<file path="config.mk">
export PLATFORM = sky130hd
export DESIGN_NAME = cmx_exec
export DESIGN_NICKNAME = d
export VERILOG_FILES = /design/src/rtl/cmx_pkg.sv /design/src/rtl/cmx_exec.sv
export SDC_FILE = /design/constraint.sdc
export NUM_CORES = 1
export LEC_CHECK = 0
export BUFFER_PORTS_ARGS = -buffer_cell sky130_fd_sc_hd__buf_4
export CAP_MARGIN = 20
export CORE_ASPECT_RATIO = 0.6
export CORE_MARGIN = 4
export CORE_UTILIZATION = 35
export DETAILED_ROUTE_END_ITERATION = 6
export PLACE_DENSITY_LB_ADDON = 0.1
export SLEW_MARGIN = 20
export SYNTH_ARGS = -nofsm -noshare
export SYNTH_HDL_FRONTEND = slang
export SYNTH_SLANG_ARGS = --single-unit
</file>
<file path="constraint.sdc">
create_clock -name clk_sys -period 7.2 [get_ports clk_sys]
set_clock_uncertainty 0.2 [all_clocks]
set_input_delay 1.8 -clock clk_sys [delete_from_list [all_inputs] [get_ports clk_sys]]
set_output_delay 1.8 -clock clk_sys [all_outputs]
set_load 0.01 [all_outputs]
</file>
<file path="src/rtl/cmx_pkg.sv">
`default_nettype none

package cmx_pkg;

  // ****************************************
  // opcodes
  // ****************************************
  localparam logic [15:0] OP_CMP_FIRST_ACC_VIA_DATA_ONE = 16'h83d6;
  localparam logic [15:0] OP_CMP_SECOND_ACC_VIA_DATA_ONE = 16'h8bd6;
  localparam logic [15:0] OP_CMP_FIRST_ACC_VIA_DATA_TWO = 16'h83d3;
  localparam logic [15:0] OP_CMP_SECOND_ACC_VIA_DATA_TWO = 16'h8bd3;
  localparam logic [15:0] OP_MOVE_WORDS_EXEC_TO_EXEC = 16'h8bd7;
  localparam logic [15:0] OP_MOVE_WORDS_EXEC_TO_DATA_ONE = 16'h8bd8;
  localparam logic [15:0] OP_MOVE_WORDS_EXEC_TO_DATA_TWO = 16'h8bd9;
  localparam logic [15:0] OP_MOVE_WORDS_DATA_ONE_TO_EXEC = 16'h8bda;
  localparam logic [15:0] OP_MOVE_WORDS_DATA_ONE_TO_DATA_ONE = 16'h8bdb;

  // ****************************************
  // counts, widths and steps
  // ****************************************
  localparam int WORD_W = 16;
  localparam int FIFO_DEPTH = 8;
  localparam logic [1:0] IND_LEVELS = 2'h3;
  localparam logic [15:0] PC_STEP_NOSKIP = 16'h0002;
  localparam logic [15:0] PC_STEP_SKIP = 16'h0003;
  localparam logic [15:0] PC_STEP_MOVE = 16'h0001;
  localparam logic [15:0] ADDR_STEP = 16'h0001;
  localparam int ADDR_MSB = 15;

  typedef enum logic [1:0] {
    MAP_EXEC = 2'b00,
    MAP_FIRST_DATA = 2'b01,
    MAP_SECOND_DATA = 2'b10
  } cmx_map_e;

  typedef enum logic [1:0] {
    MOP_READ = 2'b00,
    MOP_WRITE = 2'b01,
    MOP_CHECK = 2'b10
  } cmx_mop_e;

  typedef enum logic [2:0] {
    ST_IDLE = 3'b000,
    ST_PTR = 3'b001,
    ST_RES = 3'b010,
    ST_IND = 3'b011,
    ST_OPND = 3'b100,
    ST_CHK_SRC = 3'b101,
    ST_CHK_DST = 3'b110,
    ST_MOVE = 3'b111
  } cmx_state_e;

  // ****************************************
  // carriers
  // ****************************************
  typedef struct packed {
    logic valid;
    cmx_mop_e op;
    cmx_map_e map;
    logic [15:0] addr;
    logic [15:0] wdata;
    logic accMem;
    logic baseChk;
  } cmx_memReq_s;

  typedef struct packed {
    logic ack;
    logic [15:0] rdata;
    logic fault;
  } cmx_memRsp_s;

  typedef struct packed {
    logic start;
    logic [15:0] opcode;
    logic [15:0] pc;
    logic [15:0] accA;
    logic [15:0] accB;
    logic [15:0] idx;
    logic cdsMode;
  } cmx_cmd_s;

  typedef struct packed {
    logic done;
    logic skip;
    logic restart;
    logic fault;
    logic [15:0] pc;
    logic [15:0] accA;
    logic [15:0] accB;
    logic [15:0] idx;
  } cmx_res_s;

  typedef struct packed {
    cmx_state_e st;
    logic busy;
    cmx_cmd_s cmd;
    logic [15:0] ptr;
    logic [1:0] lvl;
    logic [15:0] pend;
    logic stop;
    cmx_memReq_s req;
    cmx_res_s res;
  } cmx_top_s;

endpackage

`default_nettype wire

</file>
<file path="src/rtl/cmx_exec.sv">
`timescale 1ns/1ps
`default_nettype none

// ****************************************
// word fifo between source reads and writes
// ****************************************
module cmx_fifo #(
  parameter int W = 16,
  parameter int D = 8
) (
  input wire logic clk_sys, // system clock
  input wire logic nrst, // async reset, low
  input wire logic inValid, // push request
  output logic inReady, // room for a word
  input wire logic [W-1:0] inData, // pushed word
  output logic outValid, // word available
  input wire logic outReady, // pop request
  output logic [W-1:0] outData // head word
);
  localparam int AW = (D > 1) ? $clog2(D) : 1;
  localparam int CW = $clog2(D + 1);

  typedef struct packed {
    logic [D-1:0][W-1:0] mem;
    logic [AW-1:0] wp;
    logic [AW-1:0] rp;
    logic [CW-1:0] cnt;
  } cmx_fifoSt_s;

  cmx_fifoSt_s s_ff;
  cmx_fifoSt_s nxt_s;
  logic doPush;
  logic doPop;

  // pointer wrap also holds for depths that are not powers of two
  function automatic logic [AW-1:0] ptrInc(input logic [AW-1:0] p);
    ptrInc = (p == AW'(D - 1)) ? '0 : p + 1'b1;
  endfunction

  // flags straight from the count
  assign inReady = (s_ff.cnt != CW'(D));
  assign outValid = (s_ff.cnt != '0);
  assign outData = s_ff.mem[s_ff.rp];
  assign doPush = inValid && inReady;
  assign doPop = outValid && outReady;

  // next state
  always_comb begin
    nxt_s = s_ff;
    if (doPush) begin
      nxt_s.mem[s_ff.wp] = inData;
      nxt_s.wp = ptrInc(s_ff.wp);
    end
    if (doPop) begin
      nxt_s.rp = ptrInc(s_ff.rp);
    end
    if (doPush && !doPop) begin
      nxt_s.cnt = s_ff.cnt + 1'b1;
    end else if (doPop && !doPush) begin
      nxt_s.cnt = s_ff.cnt - 1'b1;
    end
  end

  always_ff @(posedge clk_sys or negedge nrst) begin
    if (!nrst) begin
      s_ff <= '0;
    end else begin
      s_ff <= nxt_s;
    end
  end
endmodule

// ****************************************
// cross-map compare and word move engine
// ****************************************
module cmx_exec (
  input wire logic clk_sys, // system clock
  input wire logic nrst, // async reset, low
  input wire cmx_pkg::cmx_cmd_s cmd, // instruction start and regs
  input wire logic irqPend, // interrupt waiting
  output cmx_pkg::cmx_memReq_s memReq, // memory request
  input wire cmx_pkg::cmx_memRsp_s memRsp, // memory answer
  output cmx_pkg::cmx_res_s res, // result and new regs
  output logic busy // instruction running
);
  cmx_pkg::cmx_top_s s_ff;
  cmx_pkg::cmx_top_s nxt_s;
  logic fifoInRdy;
  logic fifoOutVld;
  logic [15:0] fifoOutData;
  logic fifoPush;
  logic fifoPop;
  logic fin;
  logic canRead;
  logic [15:0] selAcc;

  // ****************************************
  // opcode decode
  // ****************************************
  function automatic logic isCmp(input logic [15:0] op);
    isCmp = (op == cmx_pkg::OP_CMP_FIRST_ACC_VIA_DATA_ONE)
         || (op == cmx_pkg::OP_CMP_SECOND_ACC_VIA_DATA_ONE)
         || (op == cmx_pkg::OP_CMP_FIRST_ACC_VIA_DATA_TWO)
         || (op == cmx_pkg::OP_CMP_SECOND_ACC_VIA_DATA_TWO);
  endfunction

  function automatic logic isMove(input logic [15:0] op);
    isMove = (op == cmx_pkg::OP_MOVE_WORDS_EXEC_TO_EXEC)
          || (op == cmx_pkg::OP_MOVE_WORDS_EXEC_TO_DATA_ONE)
          || (op == cmx_pkg::OP_MOVE_WORDS_EXEC_TO_DATA_TWO)
          || (op == cmx_pkg::OP_MOVE_WORDS_DATA_ONE_TO_EXEC)
          || (op == cmx_pkg::OP_MOVE_WORDS_DATA_ONE_TO_DATA_ONE);
  endfunction

  // compares: the low opcode bits pick the data map
  function automatic cmx_pkg::cmx_map_e cmpMap(input logic [15:0] op);
    cmpMap = (op[2:0] == 3'h6) ? cmx_pkg::MAP_FIRST_DATA : cmx_pkg::MAP_SECOND_DATA;
  endfunction

  function automatic cmx_pkg::cmx_map_e srcMap(input logic [15:0] op);
    if (op == cmx_pkg::OP_MOVE_WORDS_DATA_ONE_TO_EXEC
        || op == cmx_pkg::OP_MOVE_WORDS_DATA_ONE_TO_DATA_ONE) begin
      srcMap = cmx_pkg::MAP_FIRST_DATA;
    end else begin
      srcMap = cmx_pkg::MAP_EXEC;
    end
  endfunction

  function automatic cmx_pkg::cmx_map_e dstMap(input logic [15:0] op);
    case (op)
      cmx_pkg::OP_MOVE_WORDS_EXEC_TO_DATA_ONE: dstMap = cmx_pkg::MAP_FIRST_DATA;
      cmx_pkg::OP_MOVE_WORDS_DATA_ONE_TO_DATA_ONE: dstMap = cmx_pkg::MAP_FIRST_DATA;
      cmx_pkg::OP_MOVE_WORDS_EXEC_TO_DATA_TWO: dstMap = cmx_pkg::MAP_SECOND_DATA;
      default: dstMap = cmx_pkg::MAP_EXEC;
    endcase
  endfunction

  // base checks happen only where the address lives in the execute map
  function automatic logic chkSrc(input logic [15:0] op);
    chkSrc = isMove(op) && (srcMap(op) == cmx_pkg::MAP_EXEC);
  endfunction

  function automatic logic chkDst(input logic [15:0] op);
    chkDst = isMove(op) && (dstMap(op) == cmx_pkg::MAP_EXEC);
  endfunction

  function automatic cmx_pkg::cmx_memReq_s mkReq(
    input cmx_pkg::cmx_mop_e op,
    input cmx_pkg::cmx_map_e map,
    input logic [15:0] addr,
    input logic [15:0] wdata,
    input logic accMem,
    input logic baseChk
  );
    mkReq.valid = 1'b1;
    mkReq.op = op;
    mkReq.map = map;
    mkReq.addr = addr;
    mkReq.wdata = wdata;
    mkReq.accMem = accMem;
    mkReq.baseChk = baseChk;
  endfunction

  // the buffer holds words read but not yet written back
  cmx_fifo #(
    .W(cmx_pkg::WORD_W),
    .D(cmx_pkg::FIFO_DEPTH)
  ) u_fifo (
    .clk_sys(clk_sys),
    .nrst(nrst),
    .inValid(fifoPush),
    .inReady(fifoInRdy),
    .inData(memRsp.rdata),
    .outValid(fifoOutVld),
    .outReady(fifoPop),
    .outData(fifoOutData)
  );

  assign selAcc = s_ff.cmd.opcode[11] ? s_ff.cmd.accB : s_ff.cmd.accA;
  // a full buffer or a pending interrupt stalls the reads
  assign canRead = !s_ff.stop && !irqPend && fifoInRdy
                && (s_ff.cmd.idx > s_ff.pend);

  // ****************************************
  // sequencer
  // ****************************************
  always_comb begin
    nxt_s = s_ff;
    nxt_s.res.done = 1'b0;
    fin = 1'b0;
    fifoPush = 1'b0;
    fifoPop = 1'b0;
    if (memRsp.ack) begin
      nxt_s.req.valid = 1'b0;
    end
    case (s_ff.st)
      cmx_pkg::ST_IDLE: begin
        if (cmd.start) begin
          nxt_s.cmd = cmd;
          nxt_s.busy = 1'b1;
          nxt_s.lvl = '0;
          nxt_s.pend = '0;
          nxt_s.stop = 1'b0;
          nxt_s.res.skip = 1'b0;
          nxt_s.res.restart = 1'b0;
          nxt_s.res.fault = 1'b0;
          if (isCmp(cmd.opcode)) begin
            nxt_s.req = mkReq(cmx_pkg::MOP_READ, cmx_pkg::MAP_EXEC,
                              cmd.pc + cmx_pkg::ADDR_STEP, '0, 1'b1, 1'b0);
            nxt_s.st = cmx_pkg::ST_PTR;
          end else if (cmd.cdsMode && chkSrc(cmd.opcode)) begin
            nxt_s.req = mkReq(cmx_pkg::MOP_CHECK, cmx_pkg::MAP_EXEC,
                              cmd.accA, '0, 1'b0, 1'b1);
            nxt_s.st = cmx_pkg::ST_CHK_SRC;
          end else if (cmd.cdsMode && chkDst(cmd.opcode)) begin
            nxt_s.req = mkReq(cmx_pkg::MOP_CHECK, cmx_pkg::MAP_EXEC,
                              cmd.accB, '0, 1'b0, 1'b1);
            nxt_s.st = cmx_pkg::ST_CHK_DST;
          end else if (isMove(cmd.opcode)) begin
            nxt_s.st = cmx_pkg::ST_MOVE;
          end else begin
            // foreign opcode: hand it straight back as a fault
            nxt_s.res.fault = 1'b1;
            fin = 1'b1;
          end
        end
      end
      cmx_pkg::ST_PTR, cmx_pkg::ST_IND: begin
        if (memRsp.ack) begin
          nxt_s.ptr = memRsp.rdata;
          nxt_s.res.fault = memRsp.fault;
          fin = memRsp.fault;
          nxt_s.st = cmx_pkg::ST_RES;
        end
      end
      cmx_pkg::ST_RES: begin
        if (s_ff.ptr[cmx_pkg::ADDR_MSB]) begin
          if (s_ff.lvl == cmx_pkg::IND_LEVELS && irqPend) begin
            nxt_s.res.restart = 1'b1;
            fin = 1'b1;
          end else begin
            // indirect step in the execute map, accumulators reachable
            nxt_s.req = mkReq(cmx_pkg::MOP_READ, cmx_pkg::MAP_EXEC,
                              {1'b0, s_ff.ptr[14:0]}, '0, 1'b1,
                              s_ff.cmd.cdsMode);
            if (s_ff.lvl != cmx_pkg::IND_LEVELS) begin
              nxt_s.lvl = s_ff.lvl + 1'b1;
            end
            nxt_s.st = cmx_pkg::ST_IND;
          end
        end else begin
          // low addresses land on real memory words here
          nxt_s.req = mkReq(cmx_pkg::MOP_READ, cmpMap(s_ff.cmd.opcode),
                            {1'b0, s_ff.ptr[14:0]}, '0, 1'b0, 1'b0);
          nxt_s.st = cmx_pkg::ST_OPND;
        end
      end
      cmx_pkg::ST_OPND: begin
        if (memRsp.ack) begin
          fin = 1'b1;
          nxt_s.res.fault = memRsp.fault;
          if (!memRsp.fault) begin
            nxt_s.res.skip = (memRsp.rdata != selAcc);
            nxt_s.cmd.pc = s_ff.cmd.pc + ((memRsp.rdata != selAcc) ?
                           cmx_pkg::PC_STEP_SKIP : cmx_pkg::PC_STEP_NOSKIP);
          end
        end
      end
      cmx_pkg::ST_CHK_SRC: begin
        if (memRsp.ack) begin
          nxt_s.cmd.accA = memRsp.rdata; // base-relative form
          if (memRsp.fault) begin
            nxt_s.res.fault = 1'b1;
            fin = 1'b1;
          end else if (chkDst(s_ff.cmd.opcode)) begin
            nxt_s.req = mkReq(cmx_pkg::MOP_CHECK, cmx_pkg::MAP_EXEC,
                              s_ff.cmd.accB, '0, 1'b0, 1'b1);
            nxt_s.st = cmx_pkg::ST_CHK_DST;
          end else begin
            nxt_s.st = cmx_pkg::ST_MOVE;
          end
        end
      end
      cmx_pkg::ST_CHK_DST: begin
        if (memRsp.ack) begin
          nxt_s.cmd.accB = memRsp.rdata;
          nxt_s.res.fault = memRsp.fault;
          fin = memRsp.fault;
          nxt_s.st = cmx_pkg::ST_MOVE;
        end
      end
      cmx_pkg::ST_MOVE: begin
        if (s_ff.req.valid) begin
          if (memRsp.ack && s_ff.req.op == cmx_pkg::MOP_READ) begin
            fifoPush = 1'b1;
            nxt_s.cmd.accA = s_ff.cmd.accA + cmx_pkg::ADDR_STEP;
            nxt_s.pend = s_ff.pend + cmx_pkg::ADDR_STEP;
          end else if (memRsp.ack) begin
            // progress lives in the registers word by word
            nxt_s.cmd.accB = s_ff.cmd.accB + cmx_pkg::ADDR_STEP;
            nxt_s.cmd.idx = s_ff.cmd.idx - cmx_pkg::ADDR_STEP;
          end
        end else begin
          nxt_s.stop = s_ff.stop || irqPend;
          if (canRead) begin
            nxt_s.req = mkReq(cmx_pkg::MOP_READ, srcMap(s_ff.cmd.opcode),
                              s_ff.cmd.accA, '0, 1'b0, 1'b0);
          end else if (fifoOutVld) begin
            fifoPop = 1'b1;
            nxt_s.pend = s_ff.pend - cmx_pkg::ADDR_STEP;
            nxt_s.req = mkReq(cmx_pkg::MOP_WRITE, dstMap(s_ff.cmd.opcode),
                              s_ff.cmd.accB, fifoOutData, 1'b0,
                              1'b0);
          end else begin
            // buffer drained: either finished or parked for the interrupt
            nxt_s.res.restart = (s_ff.cmd.idx != '0);
            if (s_ff.cmd.idx == '0) begin
              nxt_s.cmd.pc = s_ff.cmd.pc + cmx_pkg::PC_STEP_MOVE;
            end
            fin = 1'b1;
          end
        end
      end
      default: begin
        nxt_s.st = cmx_pkg::ST_IDLE;
      end
    endcase
    if (fin) begin
      nxt_s.st = cmx_pkg::ST_IDLE;
      nxt_s.busy = 1'b0;
      nxt_s.res.done = 1'b1;
      nxt_s.res.pc = nxt_s.cmd.pc;
      nxt_s.res.accA = nxt_s.cmd.accA;
      nxt_s.res.accB = nxt_s.cmd.accB;
      nxt_s.res.idx = nxt_s.cmd.idx;
    end
  end

  always_ff @(posedge clk_sys or negedge nrst) begin
    if (!nrst) begin
      s_ff <= '0;
    end else begin
      s_ff <= nxt_s;
    end
  end

  assign memReq = s_ff.req;
  assign res = s_ff.res;
  assign busy = s_ff.busy;

  // ****************************************
  // checks
  // ****************************************
  a_ptr_fetch: assert property (@(posedge clk_sys) disable iff (!nrst)
    (s_ff.st == cmx_pkg::ST_IDLE && cmd.start && isCmp(cmd.opcode))
    |=> (memReq.valid && memReq.addr == $past(cmd.pc) + 16'h0001))
    else $error("pointer word not fetched at pc plus one");

  a_cmp_skip: assert property (@(posedge clk_sys) disable iff (!nrst)
    (s_ff.st == cmx_pkg::ST_OPND && memRsp.ack && !memRsp.fault)
    |=> (res.done && res.skip == ($past(memRsp.rdata) != $past(selAcc))))
    else $error("skip does not follow inequality");

  a_skip_pc: assert property (@(posedge clk_sys) disable iff (!nrst)
    (s_ff.st == cmx_pkg::ST_OPND && memRsp.ack && !memRsp.fault)
    |=> (res.pc == $past(s_ff.cmd.pc) + (res.skip ? 16'h0003 : 16'h0002)))
    else $error("pc step after compare wrong");

  a_final_map: assert property (@(posedge clk_sys) disable iff (!nrst)
    (s_ff.st == cmx_pkg::ST_OPND && memReq.valid)
    |-> (memReq.map == cmpMap(s_ff.cmd.opcode) && !memReq.accMem && !memReq.baseChk))
    else $error("final operand access uses wrong map or checks");

  a_ind_exec: assert property (@(posedge clk_sys) disable iff (!nrst)
    (s_ff.st == cmx_pkg::ST_IND && memReq.valid)
    |-> (memReq.map == cmx_pkg::MAP_EXEC && memReq.accMem
         && memReq.baseChk == s_ff.cmd.cdsMode))
    else $error("indirect step not in execute map");

  a_ind_restart: assert property (@(posedge clk_sys) disable iff (!nrst)
    (s_ff.st == cmx_pkg::ST_RES && s_ff.ptr[15] && irqPend)
    |=> (res.done == ($past(s_ff.lvl) == cmx_pkg::IND_LEVELS) && res.restart == res.done))
    else $error("interrupt taken at wrong indirection depth");

  a_move_exit: assert property (@(posedge clk_sys) disable iff (!nrst)
    (res.done && isMove(s_ff.cmd.opcode) && !res.restart && !res.fault)
    |-> (res.idx == 16'h0000 && !fifoOutVld && s_ff.pend == 16'h0000))
    else $error("move exit with words left over");

  a_move_write: assert property (@(posedge clk_sys) disable iff (!nrst)
    (s_ff.st == cmx_pkg::ST_MOVE && memReq.valid && memReq.op == cmx_pkg::MOP_WRITE)
    |-> (memReq.map == dstMap(s_ff.cmd.opcode) && memReq.addr == s_ff.cmd.accB))
    else $error("move write to wrong map or address");

  a_chk_first: assert property (@(posedge clk_sys) disable iff (!nrst)
    (s_ff.st == cmx_pkg::ST_IDLE && cmd.start && cmd.cdsMode && chkSrc(cmd.opcode))
    |=> (memReq.op == cmx_pkg::MOP_CHECK && memReq.addr == $past(cmd.accA)))
    else $error("source not checked before move");

  a_move_progress: assert property (@(posedge clk_sys) disable iff (!nrst)
    (s_ff.st == cmx_pkg::ST_MOVE && memRsp.ack && s_ff.req.op == cmx_pkg::MOP_WRITE)
    |=> (s_ff.cmd.idx == $past(s_ff.cmd.idx) - 16'h0001))
    else $error("count not decremented per written word");
endmodule

`default_nettype wire

</file>
### Yosys cells after proc, flatten, opt, wreduce, memory -nomap -nowiden

Index checks and enable logic that the tools add are counted.

| word-level totals | value |
|---|---|
| register bits | 366 |
| input port bits | 103 |
| logic and storage cells | 296 |

| cells by class | value |
|---|---|
| add/sub/neg operators | 13 |
| magnitude comparators | 4 |
| eq/ne operators | 56 |
| multiplexer cells | 117 |
| reductions and logical operators | 67 |

Operator list:

| cell | number |
|---|---|
| $mux 39 | 10 |
| $mux 16 | 16 |
| $eq 16x16->1 const B | 14 |
| $pmux 39 s4 | 1 |
| $pmux 16 s3 | 3 |
| $bwmux 128 | 1 |
| $mux 86 | 1 |
| $add 16x1->16 const B | 5 |
| $mux 32 | 2 |
| $mux 58 | 1 |
| $bmux 16 s3 | 1 |
| $demux 16 s3 | 1 |
| $mux 48 | 1 |
| $mux 40 | 1 |
| $mux 3 | 13 |
| $mux 1 | 37 |
| $pmux 17 s2 | 1 |
| $pmux 16 s2 | 1 |
| $sub 16x1->16 const B | 2 |
| $ne 2x2->1 const B | 15 |
| $mux 2 | 14 |
| $ne 3x3->1 const B | 8 |
| $eq 3x3->1 const B | 7 |
| $mux 18 | 1 |
| 43 further kinds | 100 |

### Logic depth before layout (Yosys ltp)

Gate-level depths: netlist (run 1).

| depth | value |
|---|---|
| word-level depth | 24 |
| gate-level depth with buffers | 17 |
| depth with buffers taken out | 16 |

### Modules after synthesis

Synthesis (run 1) repeated with hierarchy kept, for this count alone.

| unflattened totals | value |
|---|---|
| cells, all modules | 2106 |
| area, all modules | 21579.4 um^2 |

Modules (own cells, without submodules):

| module | times used | cells an instance | area an instance (um^2) |
|---|---|---|---|
| cmx_exec | 1 | 1714 | 15110.7 |
| cmx_fifo | 1 | 392 | 6468.7 |

### Worst setup path before layout (run 1)

Ideal clock, no wire load.

| timing | value |
|---|---|
| path type | input to register |
| from | input port irqPend |
| to | register u_fifo.s_ff[3] (netlist name) |
| setup time | 125 ps |
| arrival time | 4192 ps |
| data required time | 6875 ps |
| slack | 2683 ps |
| stages | 13 |
| buffers on the path | 1 |
| cell sequence | a2111oi_0 -> o31a_1 -> nor3_1 -> inv_1 -> clkbuf_1 -> ha_1 -> inv_1 -> ha_1 -> a21o_1 -> a21oi_1 -> xnor2_1 -> nor2_1 -> xor2_1 |

| between the ends | value |
|---|---|
| word-level cells in the longest chain between the ends | 11 |
| elaborated cells on any way between the ends | 13 |
| those cells by class | mux: 4; reduce/logical: 9 |

Ends and longest elaborated chain:

| item | RTL line | text |
|---|---|---|
| from (decl) | cmx_exec.sv:80 | `input wire logic irqPend,` |
| $logic_not 1->1 * | cmx_exec.sv:181 | `assign canRead = !s_ff.stop && !irqPend && fifoInRdy` |
| $logic_and 1x1->1 * (2 in a row) | cmx_exec.sv:181 |  |
| $logic_and 1x1->1 * | cmx_exec.sv:182 | `&& (s_ff.cmd.idx > s_ff.pend);` |
| $mux 1 * | cmx_exec.sv:305 | `if (canRead) begin` |
| $mux 1 * | cmx_exec.sv:293 | `if (s_ff.req.valid) begin` |
| $mux 1 * | cmx_exec.sv:196 | `case (s_ff.st)` |
| $logic_and 1x1->1 * | cmx_exec.sv:45 | `assign doPop = outValid && outReady;` |
| $logic_not 1->1 | cmx_exec.sv:57 | `if (doPush && !doPop) begin` |
| $logic_and 1x1->1 | cmx_exec.sv:57 |  |
| $mux 4 / $reduce_bool 2->1 (equally long branches) | -- |  |
| to (signal assigned) | cmx_exec.sv:68 | `s_ff <= nxt_s;` |
| to (decl) | cmx_exec.sv:30 | `cmx_fifoSt_s s_ff;` |

Mark *: on every way between the ends. The rest lies on a longest branch, timed or not.
A chain may end at the register's enable or synchronous reset.

### Final worst setup path (run 1)

| timing | value |
|---|---|
| from | input port cmd[78] (netlist name) |
| to | register s_ff (netlist bit res[28]) |

| between the ends | value |
|---|---|
| word-level cells in the longest chain between the ends | 15 |
| elaborated cells on any way between the ends | 39 |
| those cells by class | eq/ne: 9; mux: 15; reduce/logical: 15 |

Ends and longest elaborated chain:

| item | RTL line | text |
|---|---|---|
| from (decl) | cmx_exec.sv:79 | `input wire cmx_pkg::cmx_cmd_s cmd,` |
| $eq 16x16->1 (on tied branches) | -- |  |
| $reduce_or 2->1 (no line) | -- |  |
| $pmux 2 s2 | cmx_exec.sv:130 | `case (op)` |
| $mux 2 | cmx_exec.sv:211 | `end else if (cmd.cdsMode && chkSrc(cmd.opcode)) begin` |
| $mux 2 | cmx_exec.sv:207 | `if (isCmp(cmd.opcode)) begin` |
| $mux 2 | cmx_exec.sv:198 | `if (cmd.start) begin` |
| $mux 2 | cmx_exec.sv:196 |  |
| $logic_not 2->1 | cmx_exec.sv:144 | `chkDst = isMove(op) && (dstMap(op) == cmx_pkg::MAP_EXEC);` |
| $logic_and 1x1->1 | cmx_exec.sv:144 |  |
| $logic_and 1x1->1 | cmx_exec.sv:215 | `end else if (cmd.cdsMode && chkDst(cmd.opcode)) begin` |
| $mux 1 | cmx_exec.sv:215 |  |
| $mux 1 | cmx_exec.sv:211 |  |
| $mux 1 * | cmx_exec.sv:207 |  |
| $mux 1 * | cmx_exec.sv:198 |  |
| $pmux 1 s6 * | cmx_exec.sv:196 |  |
| to (signal assigned) | cmx_exec.sv:343 | `s_ff <= nxt_s;` |
| to (decl) | cmx_exec.sv:86 | `cmx_pkg::cmx_top_s s_ff;` |

Mark *: on every way between the ends. The rest lies on a longest branch, timed or not. The select of a mux whose other input is x is not followed.

==> results.yml, run 1 <==
yosys:
  synth_seq_cells: 365
  ys_top_cells_by_area: "dfrtp_1 (42%), mux2_2 (12%), buf_4 (3.7%)"
  syn_area_per_cell_um2: 10.2
  number_of_flops_mapped_to_enable_cells_by_yosys: 0
  synth-warning-count: 0
  synth_area_leader_cell: "dfrtp_1"
  postSynthCellCount: 2129
  synth_net_count: 2282
  yosys.area.top_type_share: 0.419
  seq_area_frac_synth: 0.419
  synthesis.area_mm2: 0.0218
  synth_cell_type_count: 91
  postSynth.asyncResetShare: 1.00
  synthFlopType: "dfrtp_1"
finish:
  drive_above_1_share: 0.286
  nNetsFinal: 2324
  most_used_cells_in_the_layout_excluding_fill_and_tap_cells: "dfrtp_1 (363), buf_4 (252), mux2_2 (238)"
  areaGrowthSynthToFinish_pct: 14.2
  final-seq-area_mm2: 0.00914
  summed_area_of_non_filler_cells_in_the_final_layout_mm2: 0.0249
  fill_cells: 5915
  multi_input_comb_area_mm2: 0.0111
  final_common_cell: "dfrtp_1"
routing:
  first_iter_violations: 1882
  post_drt_wl_per_cell_um: 26.5
  routed_via_density: 5.82
  postRouteWirelength_mm: 80.5
  vias: 17700
  final_antenna_net_count: 0
  drcViolationCount: 0
  first_pass_iters: 5
cts:
  cts-resized-gates: 0
  cts.path.max_buffers: 3
  worst_skew_pair.late_latency_ps: 580
  cts_setup_buffers: 0
  cts.hold.buffers_added: 0
  numCtsBuffers: 40
  cts.root.buffer_cell: "clkbuf_16"
  clock-sinks: 365
  worst_setup_hold_path_clk_slew_ps: 60
  ctsHtreeMaxLevel: 2
  tritoncts: "yes"
timing:
  final-setup-viol-count: 0
  max_slew.worst_pin.slew_ps: 1140
  rsz0062_at_grt: "false"
  worst_slack_ps: 1990
  max_freq_ghz: 0.192
  period_minus_slack_ps: 5210
  hold_viol: 0
  maxSlewHeadroom: 0.241
  fin_crit_sh: 0.724
  setup_total_negative_slack_ps: 0
  timing_max_transition_violations_final: 0
die:
  pin_count: 211
  die_extent_in_x_um: 330
  die-height_um: 201
  initial_core_util: 0.356
  core_area_mm2: 0.0612
  rows: 70
  die_area_mm2: 0.0664
power_and_ir_drop:
  p_leak_nw: 11.1
  power.ir.vdd_worst_v: 0.000168
  power-per-cell-area_mw_per_mm2: 355
grt:
  grt_pass1_vias: 16900
  grt_pass1_wl_mm: 117
  grt_overflow_total: 0
  grtUsageTotal: 0.237
  grt_antenna_before_repair: 7
  grt_max_degree: 136
placement:
  placement.setup.worst_slack_ps: 1400
  globalplace.congestion: 0.943
  io_buffer_count: 210
  hpwl_mm: 58.2
  placed_area_mm2: 0.0235
setup_path:
  crit_path_end_kind: "flop"
  worst-endpoint-required_ps: 7450
  critical_path_peak_fanout: 44
  critPathKind: "primary input to flop"
  max_stage_delay_ps: 670
  worst_setup_path_start_kind: "primary input"
  crit_top_cell: "or3_1"
  cp_slowest_cell: "clkinv_2"
  path_cells: "buf_4 -> or3_1 -> or3_1 -> a21o_1 -> a311oi_1 -> o31a_1 -> clkinv_2 -> buf_12 -> mux2_2"
  crit_arrival_ps: 5470
status:
  status: "finished, final reports clean"
run:
  cap_viol_max_count: 0
min_path:
  hold_path_class: "flop to flop"
[power by group]
group          internal (W)  switching (W)
sequential          0.00248       0.000548
clock               0.00133       0.000912
combinational       0.00142        0.00215
total               0.00522        0.00361
[per-stage QoR]
stage	hold slack, ps	cells	util	power [W]
after CTS	274	3030	0.406	0.00883
after global placement	250	2956	0.383	0.00649
final	277	3034	0.406	0.00883
after global routing	285	3033	0.406	0.00932
after detailed placement	259	2956	0.383	0.00654
after floorplan	237	2129	-	0.00532
[state kept, by name, indices dropped and copies added, names as in the netlist]
| register | flops |
|---|---|
| s_ff | 119 |
| busy | 1 |
| memReq | 39 |
| res | 68 |
| u_fifo.s_ff | 138 |
[cells in the mapped netlist, types with 6 or more instances]
master / instances
dfrtp_1: 365
mux2_2: 238
nand2_1: 196
nor2_1: 141
clkbuf_1: 113
buf_4: 108
o21ai_0: 88
a21oi_1: 83
mux2i_1: 72
ha_1: 48
inv_1: 47
nand3_1: 43
nor3_1: 39
xnor2_1: 35
mux4_2: 32
a22oi_1: 27
nand4_1: 27
a31oi_1: 23
o31ai_1: 23
a221o_1: 21
nor4_1: 21
buf_1: 18
a32oi_1: 16
o211ai_1: 16
o221ai_1: 15
and3_1: 14
buf_2: 14
nor2b_1: 14
xor2_1: 14
a211oi_1: 13
a21o_1: 12
and2_1: 12
or3_1: 11
nand3b_1: 10
o22ai_1: 8
o311ai_0: 8
a2bb2oi_1: 7
nand2b_1: 7
a32o_1: 6
o21bai_1: 6
[cells by family (layout without fill, tap and decap cells)]
family	count (synthesis)	count (layout)	share of synthesized area
compound gates	437	437	0.139
xor+xnor	49	49	0.0197
fa+ha+maj	50	50	0.0294
buf+inv	305	379	0.0731
flops	365	365	0.419
mux	343	343	0.190
other cells	0	3	0
simple gates	580	580	0.129
[metal layers]
layer  vias up  global-route usage  routed length, um
met1      8925               0.376              39200
met4         0              0.0446               1050
li1       7829                   -                  -
met5         -                   0                  0
met3        63              0.0850               9640
met2       852               0.300              30600
[path summary, 6_finish.rpt]
kind / end / slack (ps) / cells past startpoint / start
setup reg to reg: res[28] / 2290 / 9 / s_ff[146]
hold / removal: s_ff[217] / 280 / 2 / s_ff[217]
max in group asynchronous: u_fifo.s_ff[5] / 4430 / 2 / nrst
setup / recovery: res[28] / 1990 / 9 / cmd[78]
hold reg to reg: s_ff[217] / 280 / 2 / s_ff[217]
min in group asynchronous: res[61] / 1010 / 1 / nrst
[critical path: cells and delay by family]
| kind | cells | cell delay (ps) |
|---|---|---|
| buf+inv | 3 | 1180 |
| compound gates | 3 | 1180 |
| simple gates | 2 | 900 |
| mux | 1 | 310 |
[area by class of cell]
class	instances	area share
antenna	3	0.000302
multi-input combinational	1459	0.448
timing repair buffer	257	0.0793
clock inverter	21	0.0111
tap	828	0.0416
sequential	365	0.367
clock buffer	53	0.0455
inverter	48	0.00729
Power figures use the tool's default switching activity.
==> inputs of run 2 (changes only) <==
==> constraint.sdc (replaced) <==
create_clock -name clk_sys -period 4.9 [get_ports clk_sys]
set_clock_uncertainty 0.2 [all_clocks]
set_input_delay 1.225 -clock clk_sys [delete_from_list [all_inputs] [get_ports clk_sys]]
set_output_delay 1.225 -clock clk_sys [all_outputs]
set_load 0.01 [all_outputs]
==> run 2 against run 1 <==
The flow now finishes with violations (DRC). Total power grew 52%. Utilization is 0.67 points higher. Register-to-register slack worse by 1700 ps. Worst hold slack got worse by 7.6 ps. Clock power is 56% higher. Flip-flop and latch count is the same. First-iteration DRC count is 1.4% lower. Via count is 2.3% higher. Critical path depth up 6. Critical endpoint is now res[62]. Largest power group unchanged.
==> results.yml, run 2 (synthesized netlist as in run 1, its figures left out) <==
finish:
  nNetsFinal: 2370
  final_common_cell: "dfrtp_1"
  areaGrowthSynthToFinish_pct: 16.1
  most_used_cells_in_the_layout_excluding_fill_and_tap_cells: "dfrtp_1 (362), buf_4 (298), mux2_2 (238)"
  flip_flop_count_of_the_largest_register_after_layout: 138
  max_flop_register: "u_fifo.s_ff"
  fill_cells: 5889
  drive_above_1_share: 0.300
die:
  die-height_um: 201
  core_area_mm2: 0.0612
  rows: 70
  initial_core_util: 0.356
  die_area_mm2: 0.0664
  die_extent_in_x_um: 330
  pin_count: 211
cts:
  worst_setup_hold_path_clk_slew_ps: 60
  cts.hold.buffers_added: 0
  tritoncts: "yes"
  cts.root.buffer_cell: "clkbuf_16"
  worst_skew_pair.late_latency_ps: 570
  ctsHtreeMaxLevel: 2
  cts-resized-gates: 0
  cts_setup_buffers: 0
  cts.path.max_buffers: 3
  numCtsBuffers: 41
  clock-sinks: 365
setup_path:
  ff2ff_path_depth: 15
  max_stage_delay_ps: 580
  worst-endpoint-required_ps: 5170
  crit_cells: 15
  critical_path.n_buffers_inverters: 2
  crit_path_end_kind: "flop"
  path_cells: "buf_4 -> mux2i_1 -> xnor2_1 -> nor4_1 -> nand4_1 -> ha_1 -> inv_1 -> ha_1 -> or3b_2 -> or3_1 -> nor3_1 -> xnor2_1 -> o221ai_1 -> a21oi_1 -> o32ai_1"
  critPathKind: "flop to flop"
  critical_path_peak_fanout: 17
  cp_slowest_cell: "or3b_2"
  critical_path_s_top_delay_family: "simple AND/OR/NAND/NOR gates"
  worst_setup_path_start_kind: "flop"
  crit_arrival_ps: 4630
routing:
  drcViolationCount: 6
  vias: 18100
  final_antenna_net_count: 0
  first_iter_violations: 1856
  post_drt_wl_per_cell_um: 27.8
  postRouteWirelength_mm: 85.7
  routed_via_density: 5.87
  first_pass_iters: 7
timing:
  setup_total_negative_slack_ps: 0
  maxSlewHeadroom: 0.0967
  rsz0062_at_grt: "false"
  period_minus_slack_ps: 4360
  hold_viol: 0
  max_freq_ghz: 0.229
  max_slew.worst_pin.slew_ps: 1330
  fin_crit_sh: 0.890
  timing_max_transition_violations_final: 0
  final-setup-viol-count: 0
  worst_hold_slack_ps: 270
grt:
  grt_antenna_before_repair: 3
  grt_overflow_total: 0
  grt_pass1_vias: 17400
  grt_max_degree: 77
  grtUsageTotal: 0.252
  grt_pass1_wl_mm: 124
power_and_ir_drop:
  power.ir.vdd_worst_v: 0.000248
  power-per-cell-area_mw_per_mm2: 530
  p_leak_nw: 11.4
status:
  violated_checks: "DRC"
  status: "finished, violations left"
placement:
  globalplace.congestion: 0.989
  io_buffer_count: 210
  hpwl_mm: 63.5
min_path:
  hold_path_class: "flop to flop"
  whs_path_depth: 2
run:
  cap_viol_max_count: 0
==> run 2: cell types whose count changed in the layout (fill, tap and decap cells not counted), sizes merged <==
| cell | previous run | this run |
|---|---|---|
| clkbuf | 53 | 60 |
| bufinv | 6 | 7 |
| diode | 3 | 1 |
| buf | 257 | 302 |
| clkinvlp | 2 | 1 |
| clkinv | 11 | 7 |
| inv | 50 | 49 |
==> run 2: final cells by class <==
type	instances	area, um^2	share of cell area
antenna	1	2.50	0.0000990
tap	828	1040	0.0410
multi-input combinational	1459	11100	0.439
clock inverter	16	268	0.0106
sequential	365	9140	0.361
inverter	48	181	0.00717
timing repair buffer	302	2310	0.0914
clock buffer	60	1240	0.0490
==> run 2: per-layer routing <==
| layer | vias up | global-route usage | part of all wire |
|---|---|---|---|
| met3 | 90 | 0.0881 | 0.11 |
| met4 | 0 | 0.0387 | 0.014 |
| met1 | 9205 | 0.405 | 0.50 |
| met5 | - | 0 | 0 |
| met2 | 851 | 0.322 | 0.37 |
| li1 | 7922 | - | - |
==> run 2: through the flow <==
step	util	total power (W)	setup WS, ps	cells	cell area [um^2]
after floorplan	-	0.00782	958	2129	21800
after global placement	0.388	0.00973	215	3002	23800
after detailed placement	0.388	0.00979	187	3002	23800
after CTS	0.413	0.0133	607	3078	25300
after global routing	0.413	0.0141	405	3078	25300
final	0.413	0.0134	540	3079	25300
==> run 2: worst paths after layout <==
check / endpoint / startpoint / slack, ps
setup / recovery: res[62] / s_ff[218] / 540
hold / removal: s_ff[212] / s_ff[212] / 270
setup reg to reg: res[62] / s_ff[218] / 540
hold reg to reg: s_ff[212] / s_ff[212] / 270
max in group asynchronous: memReq[32] / nrst / 3040
min in group asynchronous: res[61] / nrst / 410
==> run 2: power breakdown <==
group	switching (W)	internal (W)	leakage, nW
clock	0.00137	0.00213	0.743
sequential	0.000759	0.00364	4.82
combinational	0.00334	0.00216	5.81
total	0.00546	0.00794	11.4
==> run 2: worst min-delay path, cell delays in order (launching register included) <==
cell and delay (ps):
dfrtp_1 330, nand2_1 50, nand2_1 60
